==> config.mk <==
export PLATFORM = sky130hd
export DESIGN_NAME = asrc_ctrl
export DESIGN_NICKNAME = d
export VERILOG_FILES = /design/src/asrc_pkg.sv /design/src/asrc_converter.sv /design/src/asrc_ctrl.sv
export SDC_FILE = /design/constraint.sdc
export NUM_CORES = 1
export LEC_CHECK = 0
export BUFFER_PORTS_ARGS = -buffer_cell sky130_fd_sc_hd__buf_2
export CAP_MARGIN = 20
export CORE_ASPECT_RATIO = 1.4
export CORE_MARGIN = 2
export CORE_UTILIZATION = 64
export CTS_CLUSTER_SIZE = 25
export DETAILED_ROUTE_END_ITERATION = 6
export GPL_TIMING_DRIVEN = 0
export PLACE_DENSITY_LB_ADDON = 0.3
export RECOVER_POWER = 25
export SLEW_MARGIN = 20
export SYNTH_ARGS = -nofsm -noshare
export SYNTH_HDL_FRONTEND = slang
export SYNTH_HIERARCHICAL = 1
export SYNTH_SLANG_ARGS = --single-unit
==> constraint.sdc <==
create_clock -name core_clk_i -period 10.75 [get_ports core_clk_i]
set_clock_uncertainty 0.2 [all_clocks]
set_input_delay 1.075 -clock core_clk_i [delete_from_list [all_inputs] [get_ports core_clk_i]]
set_output_delay 1.075 -clock core_clk_i [all_outputs]
set_load 0.01 [all_outputs]
==> src/asrc_pkg.sv <==
// Package: constants and types for the converter state and reset control block
package asrc_pkg;

  // Clock rate of core_clk_i
  localparam int unsigned CLK_HZ            = 20_000_000;
  localparam int unsigned CLK_PERIOD_NS     = 50;

  // Timing figures in their own unit
  localparam int unsigned RST_LOW_MIN_NS    = 100;
  localparam int unsigned RST_EXIT_NS       = 1000;
  localparam int unsigned CONV_MIN_NS       = 300;
  localparam int unsigned CONV_MAX_NS       = 600;

  // Cycle counts: least times round up, longest round down, never below one
  localparam int unsigned RST_LOW_MIN_CYC   =
    ((RST_LOW_MIN_NS + CLK_PERIOD_NS - 1) / CLK_PERIOD_NS) < 1 ? 1 :
    ((RST_LOW_MIN_NS + CLK_PERIOD_NS - 1) / CLK_PERIOD_NS);
  localparam int unsigned RST_EXIT_CYC      =
    ((RST_EXIT_NS + CLK_PERIOD_NS - 1) / CLK_PERIOD_NS) < 1 ? 1 :
    ((RST_EXIT_NS + CLK_PERIOD_NS - 1) / CLK_PERIOD_NS);
  localparam int unsigned CONV_MIN_CYC      =
    ((CONV_MIN_NS + CLK_PERIOD_NS - 1) / CLK_PERIOD_NS) < 1 ? 1 :
    ((CONV_MIN_NS + CLK_PERIOD_NS - 1) / CLK_PERIOD_NS);
  localparam int unsigned CONV_MAX_CYC      =
    (CONV_MAX_NS / CLK_PERIOD_NS) < 1 ? 1 : (CONV_MAX_NS / CLK_PERIOD_NS);

  // Result format
  localparam int unsigned RES_W             = 16;
  localparam logic [15:0] CODE_NEG_FS       = 16'h8000;
  localparam logic [15:0] CODE_POS_FS       = 16'h7fff;
  localparam logic [15:0] CODE_ZERO         = 16'h0000;

  // Counter width for all timing counts
  localparam int unsigned CNT_W             = 8;

  // Dither generator seed, arbitrary nonzero value
  localparam logic [7:0]  LFSR_SEED         = 8'h5a;

  // Configuration register default
  localparam logic [7:0]  CFG_DEFAULT       = 8'h00;

  typedef enum logic [1:0]
  {
    ST_RESET = 2'b00,
    ST_ACQ   = 2'b01,
    ST_CONV  = 2'b10
  } asrc_state_e;

endpackage

==> src/asrc_converter.sv <==
// Converter core: conversion timing, sample hold and result coding
module asrc_converter
  import asrc_pkg::*;
(
  // Clock and reset
  input  wire logic                   core_clk_i,
  input  wire logic                   nrst_i,
  // From interface side
  input  wire logic                   rst_sync_n_i,
  input  wire logic                   start_i,
  input  wire logic signed [17:0]     pos_sample_i,
  input  wire logic signed [17:0]     neg_sample_i,
  // To interface side
  output logic                        conversion_active_status_o,
  output logic                        done_o,
  output logic [RES_W-1:0]            result_o
);

  typedef struct packed
  {
    logic              busy;
    logic              status;
    logic              done;
    logic [CNT_W-1:0]  cnt;
    logic [CNT_W-1:0]  len;
    logic [7:0]        lfsr;
    logic signed [17:0] held_pos;
    logic signed [17:0] held_neg;
    logic [15:0]       result;
  } asrc_conv_s;

  asrc_conv_s r;
  asrc_conv_s next_r;

  // Clamp the held difference into the 16-bit twos-complement code
  function automatic logic [15:0] code_of(input logic signed [18:0] diff);
    if (diff < $signed(19'(-32768)))
      code_of = CODE_NEG_FS;
    else if (diff > $signed(19'(32767)))
      code_of = CODE_POS_FS;
    else
      code_of = diff[15:0];
  endfunction

  localparam logic [CNT_W-1:0] MIN_C  = CNT_W'(CONV_MIN_CYC);
  localparam logic [CNT_W-1:0] SPAN_C = CNT_W'(CONV_MAX_CYC - CONV_MIN_CYC + 1);

  always_comb
  begin
    next_r = r;
    next_r.done = 1'b0;
    next_r.lfsr = {r.lfsr[6:0], r.lfsr[7] ^ r.lfsr[5] ^ r.lfsr[4] ^ r.lfsr[3]};
    if (!rst_sync_n_i)
    begin
      next_r.busy   = 1'b0;
      next_r.status = 1'b1;
    end
    else if (!r.busy)
    begin
      // Inputs tracked separately while acquiring
      next_r.held_pos = pos_sample_i;
      next_r.held_neg = neg_sample_i;
      if (start_i)
      begin
        next_r.busy   = 1'b1;
        next_r.status = 1'b0;
        next_r.cnt    = '0;
        // Length varies per conversion, bounded min..max
        next_r.len    = MIN_C + CNT_W'(r.lfsr % SPAN_C) - CNT_W'(1);
      end
    end
    else
    begin
      // Timed only by the internal clock
      next_r.cnt = r.cnt + CNT_W'(1);
      if (r.cnt >= r.len)
      begin
        next_r.busy   = 1'b0;
        next_r.status = 1'b1;
        next_r.done   = 1'b1;
        // Difference of the held samples
        next_r.result = code_of(19'(r.held_pos) - 19'(r.held_neg));
      end
    end
  end

  always_ff @(posedge core_clk_i or negedge nrst_i)
  begin
    if (!nrst_i)
    begin
      r <= '{busy: 1'b0, status: 1'b1, done: 1'b0, cnt: '0, len: '0,
             lfsr: LFSR_SEED, held_pos: '0, held_neg: '0, result: CODE_ZERO};
    end
    else
    begin
      r <= next_r;
    end
  end

  assign conversion_active_status_o = r.status;
  assign done_o                     = r.done;
  assign result_o                   = r.result;

endmodule

==> src/asrc_ctrl.sv <==
// Top: functional state and reset control of the converter device
// Functional notes
// - Three states: reset, acquisition, conversion
// - Reset input acts asynchronously
// - Reset: config defaults, strobe low, outputs hiZ
// - Exit delay, then acquisition, strobe high
// - Only convert-start and conversion end change state while released
// - Conversion timed by internal oscillator
// - Conversion length varies within min/max
// - Conversion end returns to acquisition automatically
// - Converter core exchanges reset, start, status, result
// - Result is 16-bit twos complement
// - Result saturates at 8000 and 7FFF
// - Transfers timed internally, by serial clock, both; code paces read data only, writes always follow serial clock
// - Interface holds shift registers, config, protocol
// - Sample inputs separately, convert their difference
// - Status low during conversion, strobe mirrors it while deselected
// - Strobe rising edge marks conversion end
// - Acquisition after power-up, reset, each conversion
// - Start on rising edge; ignore until done
module asrc_ctrl
  import asrc_pkg::*;
#(
  parameter int unsigned RST_EXIT_CYCLES = RST_EXIT_CYC
)
(
  // Clock and reset
  input  wire logic                    core_clk_i,
  input  wire logic                    nrst_i,
  // Host control pins
  input  wire logic                    convert_start_input_i,
  input  wire logic                    sclk_i,
  input  wire logic                    cs_n_i,
  input  wire logic                    sdi_i,
  // Clock source selection for the output shift path
  input  wire logic [1:0]              xfer_clk_sel_i,
  // Analog sample codes seen on the inputs
  input  wire logic signed [17:0]      positive_analog_input_i,
  input  wire logic signed [17:0]      negative_analog_input_i,
  // Status and data
  output logic                         ready_strobe_output_o,
  output logic                         serial_data_outputs_o,
  output logic                         serial_data_outputs_oe_n_o,
  output logic [RES_W-1:0]             result_o,
  output logic [1:0]                   state_o,
  output logic [7:0]                   config_o
);
  import asrc_pkg::*;

  typedef struct packed
  {
    asrc_state_e        state;
    logic               rst_sync1;
    logic               rst_sync2;
    logic [CNT_W-1:0]   exit_cnt;
    logic               exit_done;
    logic [2:0]         cvs_pipe;
    logic [2:0]         sck_pipe;
    logic [2:0]         cs_pipe;
    logic [2:0]         sdi_pipe;
    logic               cvs_q;
    logic               sck_q;
    logic               cs_q;
    logic               start;
    logic               strobe;
    logic [19:0]        in_shift;
    logic [19:0]        out_shift;
    logic [4:0]         bit_cnt;
    logic [7:0]         cfg;
    logic               sdo;
    logic               sdo_oe_n;
    logic [15:0]        result;
  } asrc_top_s;

  asrc_top_s r;
  asrc_top_s next_r;

  logic              core_status;
  logic              core_done;
  logic [RES_W-1:0]  core_result;

  // Stable level once the second and third stages agree
  function automatic logic settled(input logic [2:0] p, input logic prev);
    settled = (p[1] == p[2]) ? p[2] : prev;
  endfunction

  // Converter core gets the synchronised reset and start
  asrc_converter u_conv
  (
    .core_clk_i                 (core_clk_i),
    .nrst_i                     (nrst_i),
    .rst_sync_n_i               (r.exit_done),
    .start_i                    (r.start),
    .pos_sample_i               (positive_analog_input_i),
    .neg_sample_i               (negative_analog_input_i),
    .conversion_active_status_o (core_status),
    .done_o                     (core_done),
    .result_o                   (core_result)
  );

  localparam logic [CNT_W-1:0] EXIT_C = CNT_W'(RST_EXIT_CYCLES);

  logic cvs_lvl;
  logic sck_lvl;
  logic cs_lvl;
  logic sck_rise;
  logic xfer_tick;

  always_comb
  begin
    next_r = r;
    next_r.start = 1'b0;

    // Three-stage pin synchronisers
    next_r.cvs_pipe = {r.cvs_pipe[1:0], convert_start_input_i};
    next_r.sck_pipe = {r.sck_pipe[1:0], sclk_i};
    next_r.cs_pipe  = {r.cs_pipe[1:0], cs_n_i};
    next_r.sdi_pipe = {r.sdi_pipe[1:0], sdi_i};
    cvs_lvl = settled(r.cvs_pipe, r.cvs_q);
    sck_lvl = settled(r.sck_pipe, r.sck_q);
    cs_lvl  = settled(r.cs_pipe, r.cs_q);
    next_r.cvs_q = cvs_lvl;
    next_r.sck_q = sck_lvl;
    next_r.cs_q  = cs_lvl;
    sck_rise = sck_lvl && !r.sck_q;
    // Transfer pacing: internal, serial clock, or either
    case (xfer_clk_sel_i)
      2'b00:   xfer_tick = 1'b1;
      2'b01:   xfer_tick = sck_rise;
      default: xfer_tick = sck_rise || r.bit_cnt[0];
    endcase

    // Release of reset passes a two-stage synchroniser first
    next_r.rst_sync1 = 1'b1;
    next_r.rst_sync2 = r.rst_sync1;

    unique case (r.state)
      ST_RESET:
      begin
        next_r.strobe = 1'b0;
        if (r.rst_sync2)
        begin
          if (r.exit_cnt >= EXIT_C - CNT_W'(1))
          begin
            next_r.state     = ST_ACQ;
            next_r.exit_done = 1'b1;
            next_r.strobe    = 1'b1;
          end
          else
          begin
            next_r.exit_cnt = r.exit_cnt + CNT_W'(1);
          end
        end
      end
      ST_ACQ:
      begin
        // Only a rising convert-start moves on
        if (cvs_lvl && !r.cvs_q)
        begin
          next_r.state = ST_CONV;
          next_r.start = 1'b1;
        end
      end
      ST_CONV:
      begin
        // Convert-start ignored here; core ends on its own
        if (core_done)
        begin
          next_r.state  = ST_ACQ;
          next_r.result = core_result;
        end
      end
      default:
      begin
        next_r.state = ST_RESET;
      end
    endcase

    // Strobe mirrors converter status while deselected
    if (r.state != ST_RESET && r.cs_q)
      next_r.strobe = core_status && !(r.state == ST_CONV && !core_done);
    else if (r.state != ST_RESET)
      next_r.strobe = 1'b0;

    // Minimal shift path and frame handling
    if (r.state == ST_RESET || cs_lvl)
    begin
      next_r.sdo_oe_n = 1'b1;
      next_r.bit_cnt  = '0;
      next_r.out_shift = {r.result, 4'h0};
      if (r.cs_q == 1'b0 && r.bit_cnt == 5'd20 && r.in_shift[19:12] == 8'ha0)
        next_r.cfg = r.in_shift[7:0];
    end
    else
    begin
      next_r.sdo_oe_n = 1'b0;
      if (!r.cs_q == 1'b0)
      begin
        next_r.in_shift = '0;
      end
      else
      begin
        // Writes always follow the serial clock; pacing only moves read data
        if (sck_rise && r.bit_cnt < 5'd20)
        begin
          next_r.in_shift = {r.in_shift[18:0], r.sdi_pipe[2]};
          next_r.bit_cnt  = r.bit_cnt + 5'd1;
        end
        if (xfer_tick)
        begin
          next_r.out_shift = {r.out_shift[18:0], 1'b0};
          next_r.sdo       = r.out_shift[19];
        end
      end
    end
  end

  // Asynchronous entry to reset, all fields constant
  always_ff @(posedge core_clk_i or negedge nrst_i)
  begin
    if (!nrst_i)
    begin
      r <= '{state: ST_RESET, rst_sync1: 1'b0, rst_sync2: 1'b0,
             exit_cnt: '0, exit_done: 1'b0, cvs_pipe: '0, sck_pipe: '0,
             cs_pipe: 3'b111, sdi_pipe: '0, cvs_q: 1'b0, sck_q: 1'b0,
             cs_q: 1'b1, start: 1'b0, strobe: 1'b0, in_shift: '0,
             out_shift: '0, bit_cnt: '0, cfg: CFG_DEFAULT, sdo: 1'b0,
             sdo_oe_n: 1'b1, result: CODE_ZERO};
    end
    else
    begin
      r <= next_r;
    end
  end

  assign ready_strobe_output_o      = r.strobe;
  assign serial_data_outputs_o      = r.sdo;
  assign serial_data_outputs_oe_n_o = r.sdo_oe_n;
  assign result_o                   = r.result;
  assign state_o                    = r.state;
  assign config_o                   = r.cfg;

endmodule

[Word level (Yosys, flattened, before mapping)]
Cells that the tools add are included.
Operators by class
  reduce and logical (&&, ||, !) cells: 36
  muxes and demuxes: 34
  eq/ne operators: 15
  bitwise operators: 7
  add/sub/neg operators: 6
  order comparisons: 5
  divide/modulo/power cells: 1
Operator list (number)
  $mux 20: 3
  $mux 25: 2
  $mux 16: 3
  $gt 19x16->1 const B: 1
  $lt 19x16->1 const B: 1
  $sub 18x18->19: 1
  $mux 17: 1
  $add 8x1->8 const B: 2
  $mux 8: 2
  $reduce_and 2->1: 8
  $reduce_and 3->1: 5
  $mux 2: 7
  $mux 1: 12
  $reduce_bool 2->1: 5
  $add 3x8->8 const A: 1
  $eq 8x8->1 const B: 1
  $ge 8x5->1 const B: 1
  $ge 8x8->1: 1
  $logic_and 1x1->1: 8
  $mod 8x3->8 const B: 1
  $sub 8x1->8 const B: 1
  $ne 2x2->1 const B: 3
  $pmux 2 s3: 1
  $add 5x1->5 const B: 1
  18 further kinds: 32
Word-level totals
  register bits: 180
  input port bits: 44
  output and inout port bits: 29

[Depth between registers and ports, before layout]
Gate-level depths: netlist of run 1.
  depth after elaboration: 8
  depth in mapped cells: 17
  gate-level depth less buffers: 15

[Cells and area by module]
The synthesis of run 1 kept the hierarchy.
Modules (own cells, without submodules)
  asrc_converter: times used 1, area an instance 4902.2 µm², cells each 500
  asrc_ctrl: times used 1, area an instance 4265.3 µm², cells each 383

[Worst setup path after synthesis of run 1]
No wires, ideal clock.
  path kind: flip-flop to flip-flop
  start point: register u_conv.r, in the netlist u_conv/next_r[59]
  end point: register u_conv/r[64] (netlist name)
  arrival: 3.526 ns
  stages on the path, launching flop included: 16
  slack: 6.891 ns
  period minus slack after synthesis: 3.859 ns
  buffers on the path: 1
  library setup time: 0.133 ns
  path through: dfstp_2 -> buf_2 -> xor2_1 -> a221oi_1 -> a211o_1 -> nand2_1 -> ha_1 -> a21oi_2 -> o21ai_0 -> ha_1 -> a21oi_1 -> mux2_2 -> ha_1 -> o311a_1 -> xor2_1 -> o21ai_1
Between the ends
  cells in the longest elaborated chain, start to end: 3
Ends and longest elaborated chain
  start, declared: RTL line asrc_converter.sv:32  | asrc_conv_s r;
  start signal, assigned: RTL line asrc_converter.sv:91  | r <= '{busy: 1'b0, status: 1'b1, done: 1'b0, cnt: '0, len: '0,
  start signal, assigned: RTL line asrc_converter.sv:96  | r <= next_r;
  $mod 8x3->8: RTL line asrc_converter.sv:69  | next_r.len = MIN_C + CNT_W'(r.lfsr % SPAN_C) - CNT_W'(1);
  $add 3x8->8: RTL line asrc_converter.sv:69
  $sub 8x1->8: RTL line asrc_converter.sv:69
Every way passes these cells.
A chain may end at the register's enable or synchronous reset.

==> metrics, run 1 <==
Hold Path Stages 0; fmax 179 MHz; vias in the first global route between 6,000 and 7,000; Hold Startpoint next_r[97]; filler instances 1,002; crit path launch type input port; flop-to-flop setup slack 6330 ps; GPL Wtd Cong 0.893; Final Hold Fails 0; most frequent cells in the layout dfrtp_1 (166), buf_2 (83), nand2_1 (80); HPWL after DPL between 10,000 and 15,000 um; FF-to-FF End u_conv/r[64]; Post-CTS Setup Repair Bufs 0; initial antenna violation count 0; TritonCTS buffer count 17; Post-Syn Nets 961; Synth Warn # 6; Synth Cell Area 0.00917 mm2; total clock sinks 176; Layout Cells excl Fill 1,174; Hold-fix buffers, CTS 0; Total Die Area between 0.015 and 0.02 mm2; critical path's most frequent cell clkbuf_1; Initial Util 0.656; DRC viols 0; initial drt markers around 310; total chip power 2.54 mW; area leader, netlist dfrtp_1; Total Routing Usage GR 0.250; XOR/XNOR share of the synthesized area 0.0353; Multi-input gate area 0.00398 mm2; Seq/Total Area, Yosys 0.482; Finish-stage setup viols 0; Setup crit end kind async pin; DR vias/cell 5.82; Fin Hold WS 147 ps; Cells after Synth 883; share of layout cells above drive strength 1 0.240; antenna viol nets, final 0; core footprint roughly 0.014 mm2; Final TNS setup 0 ps; failing checks capacitance limit, slew limit; drt total wl 18,400 um; synthesized-area fraction occupied by and/or/nand/nor cells 0.116; Synth cell types 86; Sequential Area 0.00442 mm2; Max FO, Critical Path 57; # nets final between 1,000 and 1,500; FF-to-FF path depth 15; Synth area leaders dfrtp_1 (45%), mux2_2 (5.3%), ha_1 (4.5%); Hold Path Sink r[97]; Worst Tran Pin Value roughly 3000 ps; ordered cell list for the critical path clkbuf_1, clkbuf_1; Max transition margin -1.02; status complete, but fails checks; fin crit period 5590 ps; max cap viols 2; Port Buffer Count 72; dpl cells 1,142; ys async rst share 1.00; CTS Root Cell clkbuf_16; unrepaired setup endpoints after global routing no; worst skew pair latency 430 ps; # IOs 73; CTS tree done; H-tree levels 4; share of the synthesized area in the top cell type 0.453; Worst EP arrival 5320 ps; multiplexer share of the synthesized area 0.0625; commonest non-fill, non-tap cell in the layout dfrtp_1; clock transition at the registers of the reported paths ~60 ps; crit path kind input port to async pin; Buf/Inv on CP 2; Detailed Routing Iterations Pass 1 5; Critical Path Max Stage Delay 2100 ps; maximum root-to-sink buffer count 2; pins over their slew limit 114; Leak 4.89 nW; area delta synth->final 13.0%; CP top delay family buffers and inverters; antenna cells 0; fin crit share 0.520; Overflow after GRT 0; largest net degree at the start of global routing 66; Post-synth EDFFs 0; Avg Cell Area, Syn 10.4 um2; main combinational cell family by area after synthesis compound AO/OA/AOI/OAI gates; VDD IR-drop max ~0.21 mV; Compound-Gate Fraction of Synth Area 0.171; dominant synthesized flop cell dfrtp_1; CP required 10,480 ps; Rows 51; die height approximately 150 um; routed len/inst about 16 um; Die Wd about 110 um; P per Cell Area 245 mW/mm2; WP depth 2; Crit Reg-Reg Startpoint u_conv/next_r[59]; Synth Area in Adders 0.0495; first-pass GRT wire length 31,200 um; post_cts resized 0; Yosys reg bits 176; Vias roughly 7,000; Critical Path Slowest Stage Cell clkbuf_1; Hold Path Class register to register
==> how the worst max path moves through the flow <==
stage / from / endpoint / slack (ps)
detailed placement: u_conv/next_r[59] / u_conv/r[64] / 6450
global route: nrst_i / u_conv/result_o[5] / 4040
global placement: nrst_i / u_conv/r[43] / 5700
floorplan: u_conv/next_r[59] / u_conv/r[64] / 6890
CTS: u_conv/next_r[59] / u_conv/r[64] / 6430
finish: nrst_i / u_conv/r[23] / 5160
==> cells in the mapped netlist (18+ instances only) <==
master and instances:
a21oi_1 42, a31oi_1 22, buf_4 46, clkbuf_1 25
dfrtp_1 166, ha_1 33, inv_1 60, mux2_2 43
nand2_1 80, nand3_1 18, nor2_1 30, o211ai_1 18
o21ai_0 46, o22ai_1 19, xnor2_1 21
==> cells by family (layout without fill, tap and decap cells) <==
logic type,after synthesis,after routing
AOI/OAI and AO/OA,225,225
and+or+nand+nor,208,208
DFF,176,176
buffers and inverters,149,255
muxes,51,51
xor gates and xnor gates,37,37
adders and majority gates,36,36
other,1,1
==> registers in the layout, indices dropped and copies added (netlist names) <==
name	count
u_conv/done_o	1
serial_data_outputs_oe_n_o	1
u_conv/next_r	7
u_conv/conversion_active_status_o	1
config_o	8
serial_data_outputs_o	1
r	59
u_conv/r	54
next_r	9
result_o	16
state_o	2
u_conv/result_o	16
ready_strobe_output_o	1
==> layout make-up <==
type                    instances  area share
flip-flops and latches        176       0.426
plain buffers                  87      0.0511
clock inverters                 9      0.0105
well taps                     185      0.0223
clock buffers                  23      0.0452
multi-input cells             558       0.384
repair buffers                 74      0.0377
inverters                      62      0.0225
==> per-layer routing <==
layer  global-route usage  routed length [um]
met5                    0                   0
met2                0.443                9670
met4               0.0960                 416
met3               0.0430                 798
met1                0.305                7470
==> power breakdown <==
part | switching [mW] | total (mW) | internal [mW]
sequential | 0.0889 | 0.901 | 0.812
clock | 0.245 | 0.600 | 0.355
combinational | 0.575 | 1.04 | 0.462
total | 0.909 | 2.54 | 1.63
==> through the flow <==
step | utilization | cell area (um2) | worst slack, ps
finish | 0.741 | 10400 | 5160
global route | 0.741 | 10400 | 4040
CTS | 0.744 | 10400 | 6430
detailed placement | 0.703 | 9820 | 6450
global placement | 0.698 | 9760 | 5700
floorplan | - | 9170 | 6890
(Power assumes the default switching activity.)
==> inputs of run 2 (changes only) <==
ABC_AREA = 1   (was default)
CORE_UTILIZATION = 55   (was 64)
clock period = 5 ns   (was 10.75 ns; I/O delays follow)
==> run 2 against run 1 <==
  * The flow still finishes with violations (capacitance limit, slew limit)
  * Utilization is 9.4 points lower
  * Via count up 1.8%
  * Clock-buffer cell count stayed put
  * Critical endpoint is now u_conv/r[64]
==> metrics, run 2 <==
final core occ 0.647; H-tree levels 4; critical path's most frequent cell nand2_1; Avg Cell Area, Syn 8.51 um2; Detailed Routing Iterations Pass 1 5; Critical Path Max Stage Delay 530 ps; crit path kind register to register; vias in the first global route approximately 6,800; clock transition at the registers of the reported paths 70 ps; Initial Util 0.566; post_cts resized 0; Max FO, Critical Path 8; Port Buffer Count ~70; # IOs 73; dominant synthesized flop cell dfrtp_1; die height around 160 um; maximum root-to-sink buffer count 2; most frequent cells in the layout nand2_1 (357), dfrtp_1 (166), inv_1 (95); total chip power 5.37 mW; DRC viols 0; Hold Path Stages 3; initial antenna violation count 0; CP required 5120 ps; GPL Wtd Cong 0.850; flop-to-flop setup slack 760 ps; Yosys reg bits ~180; max FFs per register 59; CP top delay family simple AND/OR/NAND/NOR gates; Cells after Synth 1,081; Post-synth EDFFs 0; most instantiated cells after synthesis nand2_1 (357), dfrtp_1 (166), inv_1 (95); Total Routing Usage GR 0.216; Post-Syn Nets 1,159; count leader, synth nand2_1; Final TNS setup 0 ps; status complete, but fails checks; # nets final 1,256; area leader, netlist dfrtp_1; Finish-stage setup viols 0; CTS Root Cell clkbuf_16; fmax about 240 MHz; antenna cells 0; Total Die Area 0.0178 mm2; share of the synthesized area in the top cell type 0.452; WP depth 32; ys async rst share 1.00; P per Cell Area 511 mW/mm2; HPWL after DPL between 10,000 and 15,000 um; Synth Warn # 6; Worst EP arrival 4360 ps; fin crit share 0.848; share of layout cells above drive strength 1 0.200; Synth cell types 46; largest registers r x59, u_conv/r x54; final instance area 0.0105 mm2; Vias 6,954; commonest non-fill, non-tap cell in the layout nand2_1; Max transition margin -0.496; initial drt markers 417; Setup crit end kind register; largest net degree at the start of global routing 91; Final Hold Fails 0; core footprint 0.0162 mm2; Buf/Inv on CP 6; drt total wl 17,700 um; total clock sinks 176; TritonCTS buffer count 17; Most flops, register r; first-pass GRT wire length roughly 31,000 um; Hold Path Class input port to register; Worst Tran Pin Value 2240 ps; crit path launch type register; pins over their slew limit 90; Seq/Total Area, Yosys 0.480; Die Wd 113 um; DR vias/cell 5.00; area delta synth->final 14.3%; fin crit period 4240 ps; routed len/inst 12.8 um; Overflow after GRT 0; cell area after placement 0.00984 mm2; max cap viols 1; Fin Hold WS 65.0 ps; Leak 5.70 nW; FF-to-FF path depth 32; Critical Path Slowest Stage Cell dfstp_2; VDD IR-drop max 0.308 mV; failing checks capacitance limit, slew limit; Post-CTS Setup Repair Bufs 0; Synth Cell Area just over 0.009 mm2; Rows 55; CTS tree done; antenna viol nets, final 0; worst skew pair latency ~430 ps; unrepaired setup endpoints after global routing no; Synth area leaders dfrtp_1 (45%), nand2_1 (15%), ha_1 (4.5%)
## run 2: cell count changes in the layout (fill, tap and decap cells not counted), sizes merged, moves of 15 or more
cell	before	now
xnor2	21	5
inv	62	109
nor2	32	48
o221a	15	0
nand3	18	81
nand2	80	379
o211ai	18	0
a31oi	22	2
mux2	47	16
o22ai	19	0
## run 2: final timing paths
| kind | to | from |
|---|---|---|
| max in group asynchronous | r[59] | nrst_i |
| worst max register to register | u_conv/r[64] | u_conv/next_r[57] |
| worst max-delay path | u_conv/r[64] | u_conv/next_r[57] |
| min in group asynchronous | r[93] | nrst_i |
| worst min register to register | r[97] | next_r[97] |
| worst min-delay path | u_conv/r[45] | positive_analog_input_i[11] |
## run 2: area by class of cell
type	instances	area, um2
Sequential cell	176	4420
Fill cell	1388	5730
Clock inverter	9	155
Buffer	72	495
Tap cell	199	249
Multi-Input combinational cell	722	3840
Inverter	111	427
Clock buffer	23	488
Timing Repair Buffer	78	437
## run 2: where the power goes
part / total [mW] / leakage [nW] / switching [mW] / internal, mW
logic: 2.10 / 3.08 / 1.31 / 0.796
clock network: 1.43 / 0.313 / 0.541 / 0.890
registers: 1.83 / 2.31 / 0.147 / 1.69
total: 5.37 / 5.70 / 1.99 / 3.37
## run 2: layer usage
layer  track usage  routed length [um]  vias up
li1              -                   -     3604
met1         0.260                7860     3221
met2         0.386                9050      106
met3        0.0370                 473       23
met4        0.0807                 364        0
met5             0                   0        -
## run 2: cells by family after synthesis
| family | after synthesis | synth area share |
|---|---|---|
| buffers and inverters | 183 | 0.101 |
| xor gates and xnor gates | 18 | 0.0171 |
| DFF | 176 | 0.480 |
| adders and majority gates | 35 | 0.0482 |
| muxes | 16 | 0.0196 |
| and+or+nand+nor | 537 | 0.263 |
| other | 1 | 0.000408 |
| AOI/OAI and AO/OA | 115 | 0.0708 |
## run 2: timing repair
| action | in CTS | in global routing |
|---|---|---|
| endpoints found under the setup margin | 0 | 0 |
| endpoints found under the hold margin | 85 | 0 |
| hold buffers | 5 | 0 |
## run 2: metrics by stage
stage,instances,setup WS (ps)
6_report,1390,759
5_1_grt,1390,297
4_1_cts,1390,874
3_5_place_dp,1353,893
3_3_place_gp,1352,440
2_1_floorplan,1081,1310
## run 2: tightest hold or removal path: cells and delay by family
family	cells	cell delay, ps
and+or+nand+nor	2	90
buffers and inverters	1	70
